[config.mk]
export PLATFORM = sky130hd
export DESIGN_NAME = dcsw_core
export DESIGN_NICKNAME = d
export VERILOG_FILES = /design/src/verilog/dcsw_pkg.sv /design/src/verilog/dcsw_core.sv
export VERILOG_INCLUDE_DIRS = /design/src /design/src/verilog
export SDC_FILE = /design/constraint.sdc
export NUM_CORES = 1
export LEC_CHECK = 0
export BUFFER_PORTS_ARGS = -buffer_cell sky130_fd_sc_hd__buf_2
export CAP_MARGIN = 20
export CORE_ASPECT_RATIO = 0.8
export CORE_MARGIN = 5
export CORE_UTILIZATION = 47
export DETAILED_ROUTE_END_ITERATION = 7
export GPL_TIMING_DRIVEN = 0
export MAX_ROUTING_LAYER = met4
export PLACE_DENSITY_LB_ADDON = 0.2
export SKIP_CTS_REPAIR_TIMING = 1
export SLEW_MARGIN = 20
export SYNTH_ARGS = -nofsm -noshare
export SYNTH_HDL_FRONTEND = slang
export SYNTH_SLANG_ARGS = --single-unit
[constraint.sdc]
create_clock -name clk_i -period 2 [get_ports clk_i]
set_input_delay 0.1 -clock clk_i [delete_from_list [all_inputs] [get_ports clk_i]]
set_output_delay 0.1 -clock clk_i [all_outputs]
set_load 0.03 [all_outputs]
[src/verilog/dcsw_defs.svh]
// Constants for the drive command/state word block: offsets, fields, resets.
// Assumes a 32-bit classic Wishbone register bus; included by bare name.
// Overview of operation
// - Command bits 1..0 pick one of four preset references.
// - Command bit 2 low brakes by DC and stops; high means normal ramping.
// - Command bit 3 low coasts at once; high allows a start.
// - Command bit 4 low ramps down using the quick-stop ramp.
// - Command bit 5 low freezes output frequency; only digital inputs move it.
// - During freeze only coast, DC brake or their digital inputs stop the motor.
// - Command bit 6 low ramps to stop; high permits a start.
// - Trip reset happens only on a rising edge of command bit 7.
// - Command bit 8 high selects the jog speed setting.
// - Command bit 9 picks ramp set one or two.
// - Command words with bit 10 low are ignored entirely.
// - Bit 11 drives relay one only when that relay follows it.
// - Bit 12 drives relay two only when that relay follows it.
// - Bits 14..13 pick the parameter set-up when multi set-up is on.
// - Bit 15 reverses only for serial, OR or AND reversing source.
// - State bit 0 is control ready, bit 1 ready with coast active.
// - State bit 2 start enable, bit 7 warning, bit 5 unused.
// - State bits 3, 4, 6 flag trip, error, locked trip.
// - State bit 8 is one only when speed equals reference.
// - State bit 9 is one when bus control is accepted.
// - State bit 10 within speed limits, bit 11 in operation.
// - State bit 12 flags temporary over-temperature stop with auto restart.
// - State bit 13 flags DC link voltage, bit 14 torque limit.
// - Lost link forces the whole state word to zero.
`ifndef DCSW_DEFS_SVH
`define DCSW_DEFS_SVH

`define DCSW_ADR_W       8
`define DCSW_OFF_CMD     8'h00
`define DCSW_OFF_STATE   8'h04
`define DCSW_OFF_CFG     8'h08
`define DCSW_OFF_ACCEPT  8'h0c

`define DCSW_CMD_RST     16'h0000
`define DCSW_CFG_RST     7'h00
`define DCSW_CMD_VALID   10

`define DCSW_CFG_REL1    0
`define DCSW_CFG_REL2    1
`define DCSW_CFG_MULTI   2
`define DCSW_CFG_REV_LO  3
`define DCSW_CFG_REV_HI  4
`define DCSW_CFG_SET_LO  5
`define DCSW_CFG_SET_HI  6

`endif

[src/verilog/dcsw_pkg.sv]
// Types for the drive command/state word block.
// Assumes the constants header is compiled alongside.
package dcsw_pkg;

  // Received command word, bit 15 first
  typedef struct packed {
    logic       reverse;
    logic [1:0] setup;
    logic       relay2;
    logic       relay1;
    logic       valid;
    logic       ramp2;
    logic       jog;
    logic       trip_reset;
    logic       start;
    logic       use_ramp;
    logic       no_quick;
    logic       no_coast;
    logic       ramp_dc;
    logic [1:0] preset;
  } dcsw_cmd_t;

  // Reversing source choices
  typedef enum logic [1:0] {
    DCSW_REV_DIGITAL,
    DCSW_REV_SERIAL,
    DCSW_REV_OR,
    DCSW_REV_AND
  } dcsw_rev_t;

  // Conditions reported by the drive core and digital inputs
  typedef struct packed {
    logic ctrl_ready;
    logic tripped;
    logic start_ready;
    logic error_no_trip;
    logic triplock;
    logic warning;
    logic speed_match;
    logic local_ctrl;
    logic local_stop;
    logic freq_in_limits;
    logic start_signal;
    logic freq_nonzero;
    logic overtemp_hold;
    logic volt_bad;
    logic torque_over;
    logic timer_over;
    logic link_lost;
    logic di_coast;
    logic di_dc_brake;
    logic di_reverse;
  } dcsw_drv_t;

  // Decoded controls toward the motor control core
  typedef struct packed {
    logic [1:0] preset_idx;
    logic       dc_brake;
    logic       coast;
    logic       quick_stop;
    logic       freeze;
    logic       ramp_stop;
    logic       run_permit;
    logic       trip_reset;
    logic       jog;
    logic       ramp_set2;
    logic       relay1;
    logic       relay2;
    logic [1:0] setup_idx;
    logic       reverse;
  } dcsw_ctl_t;

endpackage

[src/verilog/dcsw_core.sv]
// Drive command word decoder and state word builder behind a Wishbone slave.
// Assumes a classic Wishbone master, drive conditions synchronous to clk_i.
`timescale 1ns/1ps
`include "dcsw_defs.svh"

module dcsw_core (
  input  wire logic                    clk_i,
  input  wire logic                    rst_i,
  input  wire logic                    ce_i,
  input  wire logic                    wb_cyc_i,
  input  wire logic                    wb_stb_i,
  input  wire logic                    wb_we_i,
  input  wire logic [`DCSW_ADR_W-1:0]  wb_adr_i,
  input  wire logic [3:0]              wb_sel_i,
  input  wire logic [31:0]             wb_dat_i,
  output logic      [31:0]             wb_dat_o,
  output logic                         wb_ack_o,
  input  wire dcsw_pkg::dcsw_drv_t     drv_i,
  output dcsw_pkg::dcsw_ctl_t          ctl_o,
  output logic      [15:0]             state_word_o
);
  import dcsw_pkg::*;

  logic        ack_q;
  logic        ack_d;
  logic [31:0] rdat_q;
  logic [31:0] rdat_d;
  dcsw_cmd_t   cmd_q;
  dcsw_cmd_t   cmd_d;
  logic [6:0]  cfg_q;
  logic [6:0]  cfg_d;
  logic        prev_rst_q;
  logic        prev_rst_d;
  dcsw_ctl_t   ctl_q;
  dcsw_ctl_t   ctl_d;
  logic [15:0] st_q;
  logic [15:0] st_d;
  logic        req;
  logic        wr_cmd;
  dcsw_cmd_t   wr_word;
  dcsw_rev_t   rev_src;

  // New request: ack_q blocks a second take of the same held cycle
  assign req     = wb_cyc_i && wb_stb_i && !ack_q;
  assign wr_word = dcsw_cmd_t'(wb_dat_i[15:0]);
  // Both low lanes needed, so a word is never applied half old, half new
  assign wr_cmd  = req && wb_we_i && (wb_adr_i == `DCSW_OFF_CMD)
                   && wb_sel_i[0] && wb_sel_i[1];
  assign rev_src = dcsw_rev_t'(cfg_q[`DCSW_CFG_REV_HI:`DCSW_CFG_REV_LO]);

  // Bus slave: registered ack one cycle after the request, read data alongside
  always_comb begin
    ack_d  = req;
    rdat_d = 32'h0000_0000;
    cfg_d  = cfg_q;
    if (req && !wb_we_i) begin
      if (wb_adr_i == `DCSW_OFF_STATE) begin
        rdat_d = {16'h0000, st_q};
      end else if (wb_adr_i == `DCSW_OFF_CFG) begin
        rdat_d = {25'h000_0000, cfg_q};
      end else if (wb_adr_i == `DCSW_OFF_ACCEPT) begin
        rdat_d = {16'h0000, cmd_q};
      end else begin
        rdat_d = 32'h0000_0000;    // Unmapped and write-only read zero
      end
    end else if (req && wb_we_i && wb_adr_i == `DCSW_OFF_CFG && wb_sel_i[0]) begin
      cfg_d = wb_dat_i[6:0];
    end
  end

  always_ff @(posedge clk_i) begin
    if (rst_i) begin
      ack_q  <= 1'b0;
      rdat_q <= 32'h0000_0000;
      cfg_q  <= `DCSW_CFG_RST;
    end else if (ce_i) begin
      ack_q  <= ack_d;
      rdat_q <= rdat_d;
      cfg_q  <= cfg_d;
    end
  end

  assign wb_ack_o = ack_q;
  assign wb_dat_o = rdat_q;

  // Command capture: invalid words leave every control untouched
  always_comb begin
    cmd_d      = cmd_q;
    prev_rst_d = cmd_q.trip_reset;
    if (wr_cmd && wb_dat_i[`DCSW_CMD_VALID]) begin
      cmd_d = wr_word;
    end
  end

  always_ff @(posedge clk_i) begin
    if (rst_i) begin
      cmd_q      <= dcsw_cmd_t'(`DCSW_CMD_RST);
      prev_rst_q <= 1'b0;
    end else if (ce_i) begin
      cmd_q      <= cmd_d;
      prev_rst_q <= prev_rst_d;
    end
  end

  // Decode of the accepted word; reset loads every control low, then the reset word decodes to a coasting stop
  always_comb begin
    ctl_d            = '0;
    ctl_d.preset_idx = cmd_q.preset;
    ctl_d.dc_brake   = !cmd_q.ramp_dc || drv_i.di_dc_brake;
    ctl_d.coast      = !cmd_q.no_coast || drv_i.di_coast;
    ctl_d.freeze     = !cmd_q.use_ramp;
    // Freeze blocks ramp-type stops; coast and DC brake still act
    ctl_d.quick_stop = !cmd_q.no_quick && cmd_q.use_ramp;
    ctl_d.ramp_stop  = !cmd_q.start && cmd_q.use_ramp;
    ctl_d.run_permit = cmd_q.ramp_dc && cmd_q.no_coast && cmd_q.no_quick
                       && cmd_q.start && !drv_i.di_coast
                       && !drv_i.di_dc_brake;
    ctl_d.trip_reset = cmd_q.trip_reset && !prev_rst_q;
    ctl_d.jog        = cmd_q.jog;
    ctl_d.ramp_set2  = cmd_q.ramp2;
    ctl_d.relay1     = cmd_q.relay1 && cfg_q[`DCSW_CFG_REL1];
    ctl_d.relay2     = cmd_q.relay2 && cfg_q[`DCSW_CFG_REL2];
    if (cfg_q[`DCSW_CFG_MULTI]) begin
      ctl_d.setup_idx = cmd_q.setup;
    end else begin
      ctl_d.setup_idx = cfg_q[`DCSW_CFG_SET_HI:`DCSW_CFG_SET_LO];
    end
    case (rev_src)
      DCSW_REV_SERIAL: ctl_d.reverse = cmd_q.reverse;
      DCSW_REV_OR:     ctl_d.reverse = cmd_q.reverse || drv_i.di_reverse;
      DCSW_REV_AND:    ctl_d.reverse = cmd_q.reverse && drv_i.di_reverse;
      default:         ctl_d.reverse = drv_i.di_reverse;
    endcase
  end

  // State word assembly
  always_comb begin
    st_d     = 16'h0000;
    st_d[0]  = drv_i.ctrl_ready && !drv_i.tripped;
    st_d[1]  = drv_i.ctrl_ready && !drv_i.tripped
               && (drv_i.di_coast || !cmd_q.no_coast);
    st_d[2]  = drv_i.start_ready && !ctl_q.coast;
    st_d[3]  = drv_i.tripped;
    st_d[4]  = drv_i.error_no_trip;
    st_d[6]  = drv_i.triplock;
    st_d[7]  = drv_i.warning;
    st_d[8]  = drv_i.speed_match;
    st_d[9]  = !drv_i.local_ctrl && !drv_i.local_stop;
    st_d[10] = drv_i.freq_in_limits;
    st_d[11] = drv_i.start_signal || drv_i.freq_nonzero;
    st_d[12] = drv_i.overtemp_hold;
    st_d[13] = drv_i.volt_bad;
    st_d[14] = drv_i.torque_over;
    st_d[15] = drv_i.timer_over;
    if (drv_i.link_lost) begin
      st_d = 16'h0000;
    end
  end

  // Controls and state register together, one cycle after their inputs; state bit 2 lags coast by one more
  always_ff @(posedge clk_i) begin
    if (rst_i) begin
      ctl_q <= '0;
      st_q  <= 16'h0000;
    end else if (ce_i) begin
      ctl_q <= ctl_d;
      st_q  <= st_d;
    end
  end

  assign ctl_o        = ctl_q;
  assign state_word_o = st_q;
endmodule

## Word level (Yosys, flattened, before mapping)

Cells that the tools add are included.
Widths: inputs -> output; s select.

| word-level totals | value |
|---|---|
| output and inout port bits | 65 |
| logic and storage cells | 93 |
| bits in latches | 0 |
| bits in writable memories | 0 |
| memories kept | 0 |
| memory bits (read-only) | 0 |
| register bits after elaboration | 89 |
| input bits | 70 |

| operators by class | value |
|---|---|
| multiplexer cells | 7 |
| reductions and logical operators | 46 |
| bitwise logic cells | 1 |
| eq/ne operators | 6 |
| div/mod/pow operators | 0 |
| shifts and indexed selects | 0 |
| $mul | 0 |
| $add $sub $neg | 0 |
| magnitude comparators | 0 |

Operators with widths:

| kind | count |
|---|---|
| $mux 16 | 5 |
| $logic_and 1x1->1 | 25 |
| $eq 8x4->1 const B | 2 |
| $logic_not 1->1 | 14 |
| $eq 8x3->1 const B | 1 |
| $logic_not 8->1 | 1 |
| $eq 2x2->1 const B | 2 |
| $logic_or 1x1->1 | 4 |
| $pmux 1 s3 | 1 |
| $reduce_and 3->1 | 1 |
| $eq 2x1->1 const B | 1 |
| $mux 2 | 1 |
| $reduce_and 2->1 | 1 |
| $not 1->1 | 1 |

## Depth between registers and ports, before layout

| logic depth | value |
|---|---|
| depth in word-level cells | 8 |
| gate-level depth with buffers | 7 |
| depth with buffers taken out | 4 |

## Worst setup path after synthesis

Ideal clock, no wire load.

| timing | value |
|---|---|
| path type | register to register |
| start | register ack_q, in the netlist wb_ack_o |
| end | register cmd_q[12] (netlist bit) |
| library setup time | 0.132 ns |
| arrival | 1.565 ns |
| slack | 0.303 ns |
| required time | 1.868 ns |
| stages on the path, launching flop included | 6 |
| clock period less this slack | 1.697 ns |
| buffers on the path | 1 |
| cells stage by stage | dfxtp_1 nand4b_4 or4_4 clkbuf_2 o21ai_1 a21oi_1 |

| on the way | value |
|---|---|
| longest elaborated chain between the ends | 8 |

Ends and longest elaborated chain:

| element | line | RTL |
|---|---|---|
| start: declaration | dcsw_core.sv:24 | `logic ack_q;` |
| start signal: assignment | dcsw_core.sv:77 | `ack_q <= ack_d;` |
| $logic_not 1->1 | dcsw_core.sv:44 | `assign req = wb_cyc_i && wb_stb_i && !ack_q;` |
| $logic_and 1x1->1 | dcsw_core.sv:44 |  |
| $logic_and 1x1->1 (4 in a row) | dcsw_core.sv:47 | `` assign wr_cmd = req && wb_we_i && (wb_adr_i == `DCSW_OFF_CMD) `` |
| $logic_and 1x1->1 | dcsw_core.sv:90 | `` if (wr_cmd && wb_dat_i[`DCSW_CMD_VALID]) begin `` |
| $reduce_and 2->1 (no line) | - |  |
| end signal: assignment | dcsw_core.sv:97 | `` cmd_q <= dcsw_cmd_t'(`DCSW_CMD_RST); `` |
| end signal: assignment | dcsw_core.sv:100 | `cmd_q <= cmd_d;` |
| end: declaration | dcsw_core.sv:28 | `dcsw_cmd_t cmd_q;` |

No other way between the ends.
A chain may end at the register's enable or synchronous reset.

## Final worst setup path

Same ends and word-level chain as after synthesis.

==> impl_metrics.py <==
metrics = {
    "sta": {
        "fin_crit_ns": 1.74,
        "slew_headroom_pct": 45.7,
        "worstMarginPinSlew_ns": 0.814,
        "fin_skew_ns": 0.00635,
        "timing.fmax_ghz": 0.575,
        "setup_ws_ns": 0.262,
        "finalCritPeriodShare_pct": 86.9,
        "tns_ns": 0,
        "setup_viol": 0,
        "hold_ws_ns": -0.0115,
        "drv_slew": 0,
        "grt_setup_unrepaired": "no",
        "hold_viol": 3,
    },
    "yosys": {
        "synth_cell_types": 38,
        "synth.largest_area_cell": "dfxtp_1",
        "synthFlopType": "dfxtp_1",
        "synth_edf_count": 0,
        "syn-cell-area_um2": 3140,
        "synth_area_leaders": "dfxtp_1, a21oi_1, nor2_1",
        "async_flop_share_pct": 0,
        "syn_area_per_cell_um2": 8.89,
        "ys_ff_latch": 72,
        "yosys_warnings": 0,
        "synth.top_cell.area_share_pct": 45.9,
        "ys_seq_area_share_pct": 45.9,
        "synthCells": 353,
    },
    "cts": {
        "cts_buffers": 9,
        "insertion_delay_ns": 0.35,
        "cts_tree": "done",
        "clkSinkCount": 72,
        "ctsRootBufferMaster": "clkbuf_8",
        "clk_pin_slew_ns": 0.07,
        "cts_buffer_depth": 2,
        "htree_levels": 3,
    },
    "routing": {
        "routedWlPerCell_um": 17.1,
        "finalWirelength_um": 9700,
        "vias": 3061,
        "dr.pass1.iters": 5,
        "drc": 0,
        "drt-initial-drc-count": 188,
        "via_per_inst": 5.39,
        "postRouteAntennaNets": 0,
    },
    "grt": {
        "first_global_vias": 2990,
        "track_usage_pct": 23.8,
        "grt_pass1_wl_um": 15300,
        "grt-ovfl-total": 0,
        "grt_max_degree": 13,
        "antenna_found_initial": 0,
    },
    "worst_setup_path": {
        "startpoint_type": "register",
        "crit_path_cell_trace": "nand4b_4 > or4_4 > clkbuf_2 > o21ai_1 > a21oi_1",
        "cp_top_family": "simple AND/OR/NAND/NOR gates",
        "cp.required_ns": 2.21,
        "cp-end-kind": "register",
        "path_class": "reg -> reg",
        "slowest_stage": "or4_4",
        "max_stage_delay_ns": 0.57,
        "crit_buf_inv": 1,
        "cp_max_fo": 10,
        "worst_ep_arrival_time_ns": 1.95,
    },
    "floorplanning": {
        "fp.dieW_um": 101,
        "die_h_um": 83.1,
        "start_util_pct": 48.7,
        "die_area_um2": 8420,
        "fp-row-count": 26,
        "boundaryPins": 135,
        "core_um2": 6440,
    },
    "status": {
        "violations": "negative hold slack",
        "status": "finished, violations left",
    },
    "job": {
        "cap_violations": 0,
    },
    "placed_design": {
        "pre_cts_slack_ns": 0.0741,
        "dpl.hpwl_um": 7250,
        "gp_congestion": 0.920,
        "placed_area_um2": 3780,
        "dp_cells": 549,
        "portBuffers": 96,
    },
    "finish": {
        "fin_nets": 550,
        "final_cells": 568,
        "syn2layout_area_growth_pct": 28.5,
        "fin_area_um2": 4030,
        "n_fill_cell": 578,
        "final_layout_size_suffix_gt1_share_pct": 31.8,
        "n_antenna_cell": 0,
    },
    "power_and_ir_drop": {
        "leakagePower_nw": 1.78,
        "p_per_area_nw_per_um2": 754,
        "ir_drop_uv": 358,
    },
    "min_path": {
        "hold_class": "in -> reg",
    },
}
metrics by stage:
stage	power (W)	util [%]
6_report	0.00304	62.6
5_1_grt	0.00316	62.6
4_1_cts	0.00306	62.0
3_5_place_dp	0.00184	58.8
3_3_place_gp	0.00184	58.8
2_1_floorplan	0.00172	-
kinds of logic after synthesis:
family / Yosys count / synth area share (%)
AND/OR/NAND/NOR: 114 / 18.7
AO/OA/AOI/OAI: 95 / 17.8
flip-flops: 72 / 45.9
buffers and inverters: 46 / 9.17
multiplexers: 24 / 8.05
XOR/XNOR: 1 / 0.279
other: 1 / 0.119
flip-flops by register name (all words and copies together), names as in the netlist:
name and count:
prev_rst_d 1, prev_rst_q 1, cfg_q 7, wb_ack_o 1, cmd_q 15, wb_dat_o 16, state_word_o 15, ctl_o 16
layout by cell type (no fill, tap or decap), types with 2 or more instances in the layout:
master,netlist,final
nor4_4,2,2
o21ai_1,10,10
o21ai_0,19,19
or4_4,2,2
o22a_1,6,6
mux2_2,10,10
nand3_1,27,27
a211oi_1,2,2
bufinv_16,0,2
clkbuf_8,1,10
buf_4,17,17
a21oi_1,37,37
clkbuf_1,16,16
nor4_1,2,2
nor2_1,40,40
nand2_1,20,20
clkinv_2,0,2
conb_1,1,17
nand3b_1,3,3
inv_1,2,2
mux2i_1,14,14
nor3b_1,2,2
nor3_1,7,7
buf_2,2,98
dfxtp_1,72,72
a22oi_1,19,19
clkinvlp_4,0,2
buf_6,5,5
nand2b_1,3,3
dlygate4sd3_1,0,4
worst min-delay path, cell delays in order:
cell and delay, ns:
buf_2 0.08, a22oi_1 0.05, nor2_1 0.07
cell usage after synthesis, types with 6 or more instances:
cell / count
mux2i_1: 14
dfxtp_1: 72
nand3_1: 27
clkbuf_1: 16
nor3_1: 7
a21oi_1: 37
o22a_1: 6
a22oi_1: 19
nand2_1: 20
buf_4: 17
o21ai_0: 19
o21ai_1: 10
nor2_1: 40
mux2_2: 10
final timing paths:
path / startpoint / to / slack, ns / cells after the start
max: wb_ack_o / cmd_q[12] / 0.26 / 5
min reg2reg: wb_dat_o[4] / wb_dat_o[4] / 0.45 / 2
max reg2reg: wb_ack_o / cmd_q[12] / 0.26 / 5
min: drv_i[15] / state_word_o[6] / -0.01 / 3
report_power, final:
part	switching, W	internal [W]
Combinational	0.000225	0.000126
Clock	0.000536	0.000690
Sequential	0.0000146	0.00145
Total	0.000776	0.00227
final cells by class:
class                           instances  area (µm²)  share of cell area [%]
Inverter                                3        11.3                   0.279
Tap cell                               84         105                    2.61
Multi-Input combinational cell        251        1470                    36.4
Sequential cell                        72        1440                    35.7
Buffer                                 43         277                    6.85
Clock inverter                          6        85.1                    2.11
Timing Repair Buffer                  100         520                    12.9
Clock buffer                            9         124                    3.07
per-layer routing:
metal / track usage [%] / vias to the layer above / wire length [µm] / share of wire (%)
li1: - / 1472 / - / -
met1: 32.3 / 1422 / 4260 / 44
met2: 34.8 / 156 / 4330 / 45
met3: 6.95 / 11 / 1000 / 10
met4: 6.16 / 0 / 108 / 1.1
met5: - / - / 0 / 0
No activity file was read; power rests on OpenSTA's default activity.
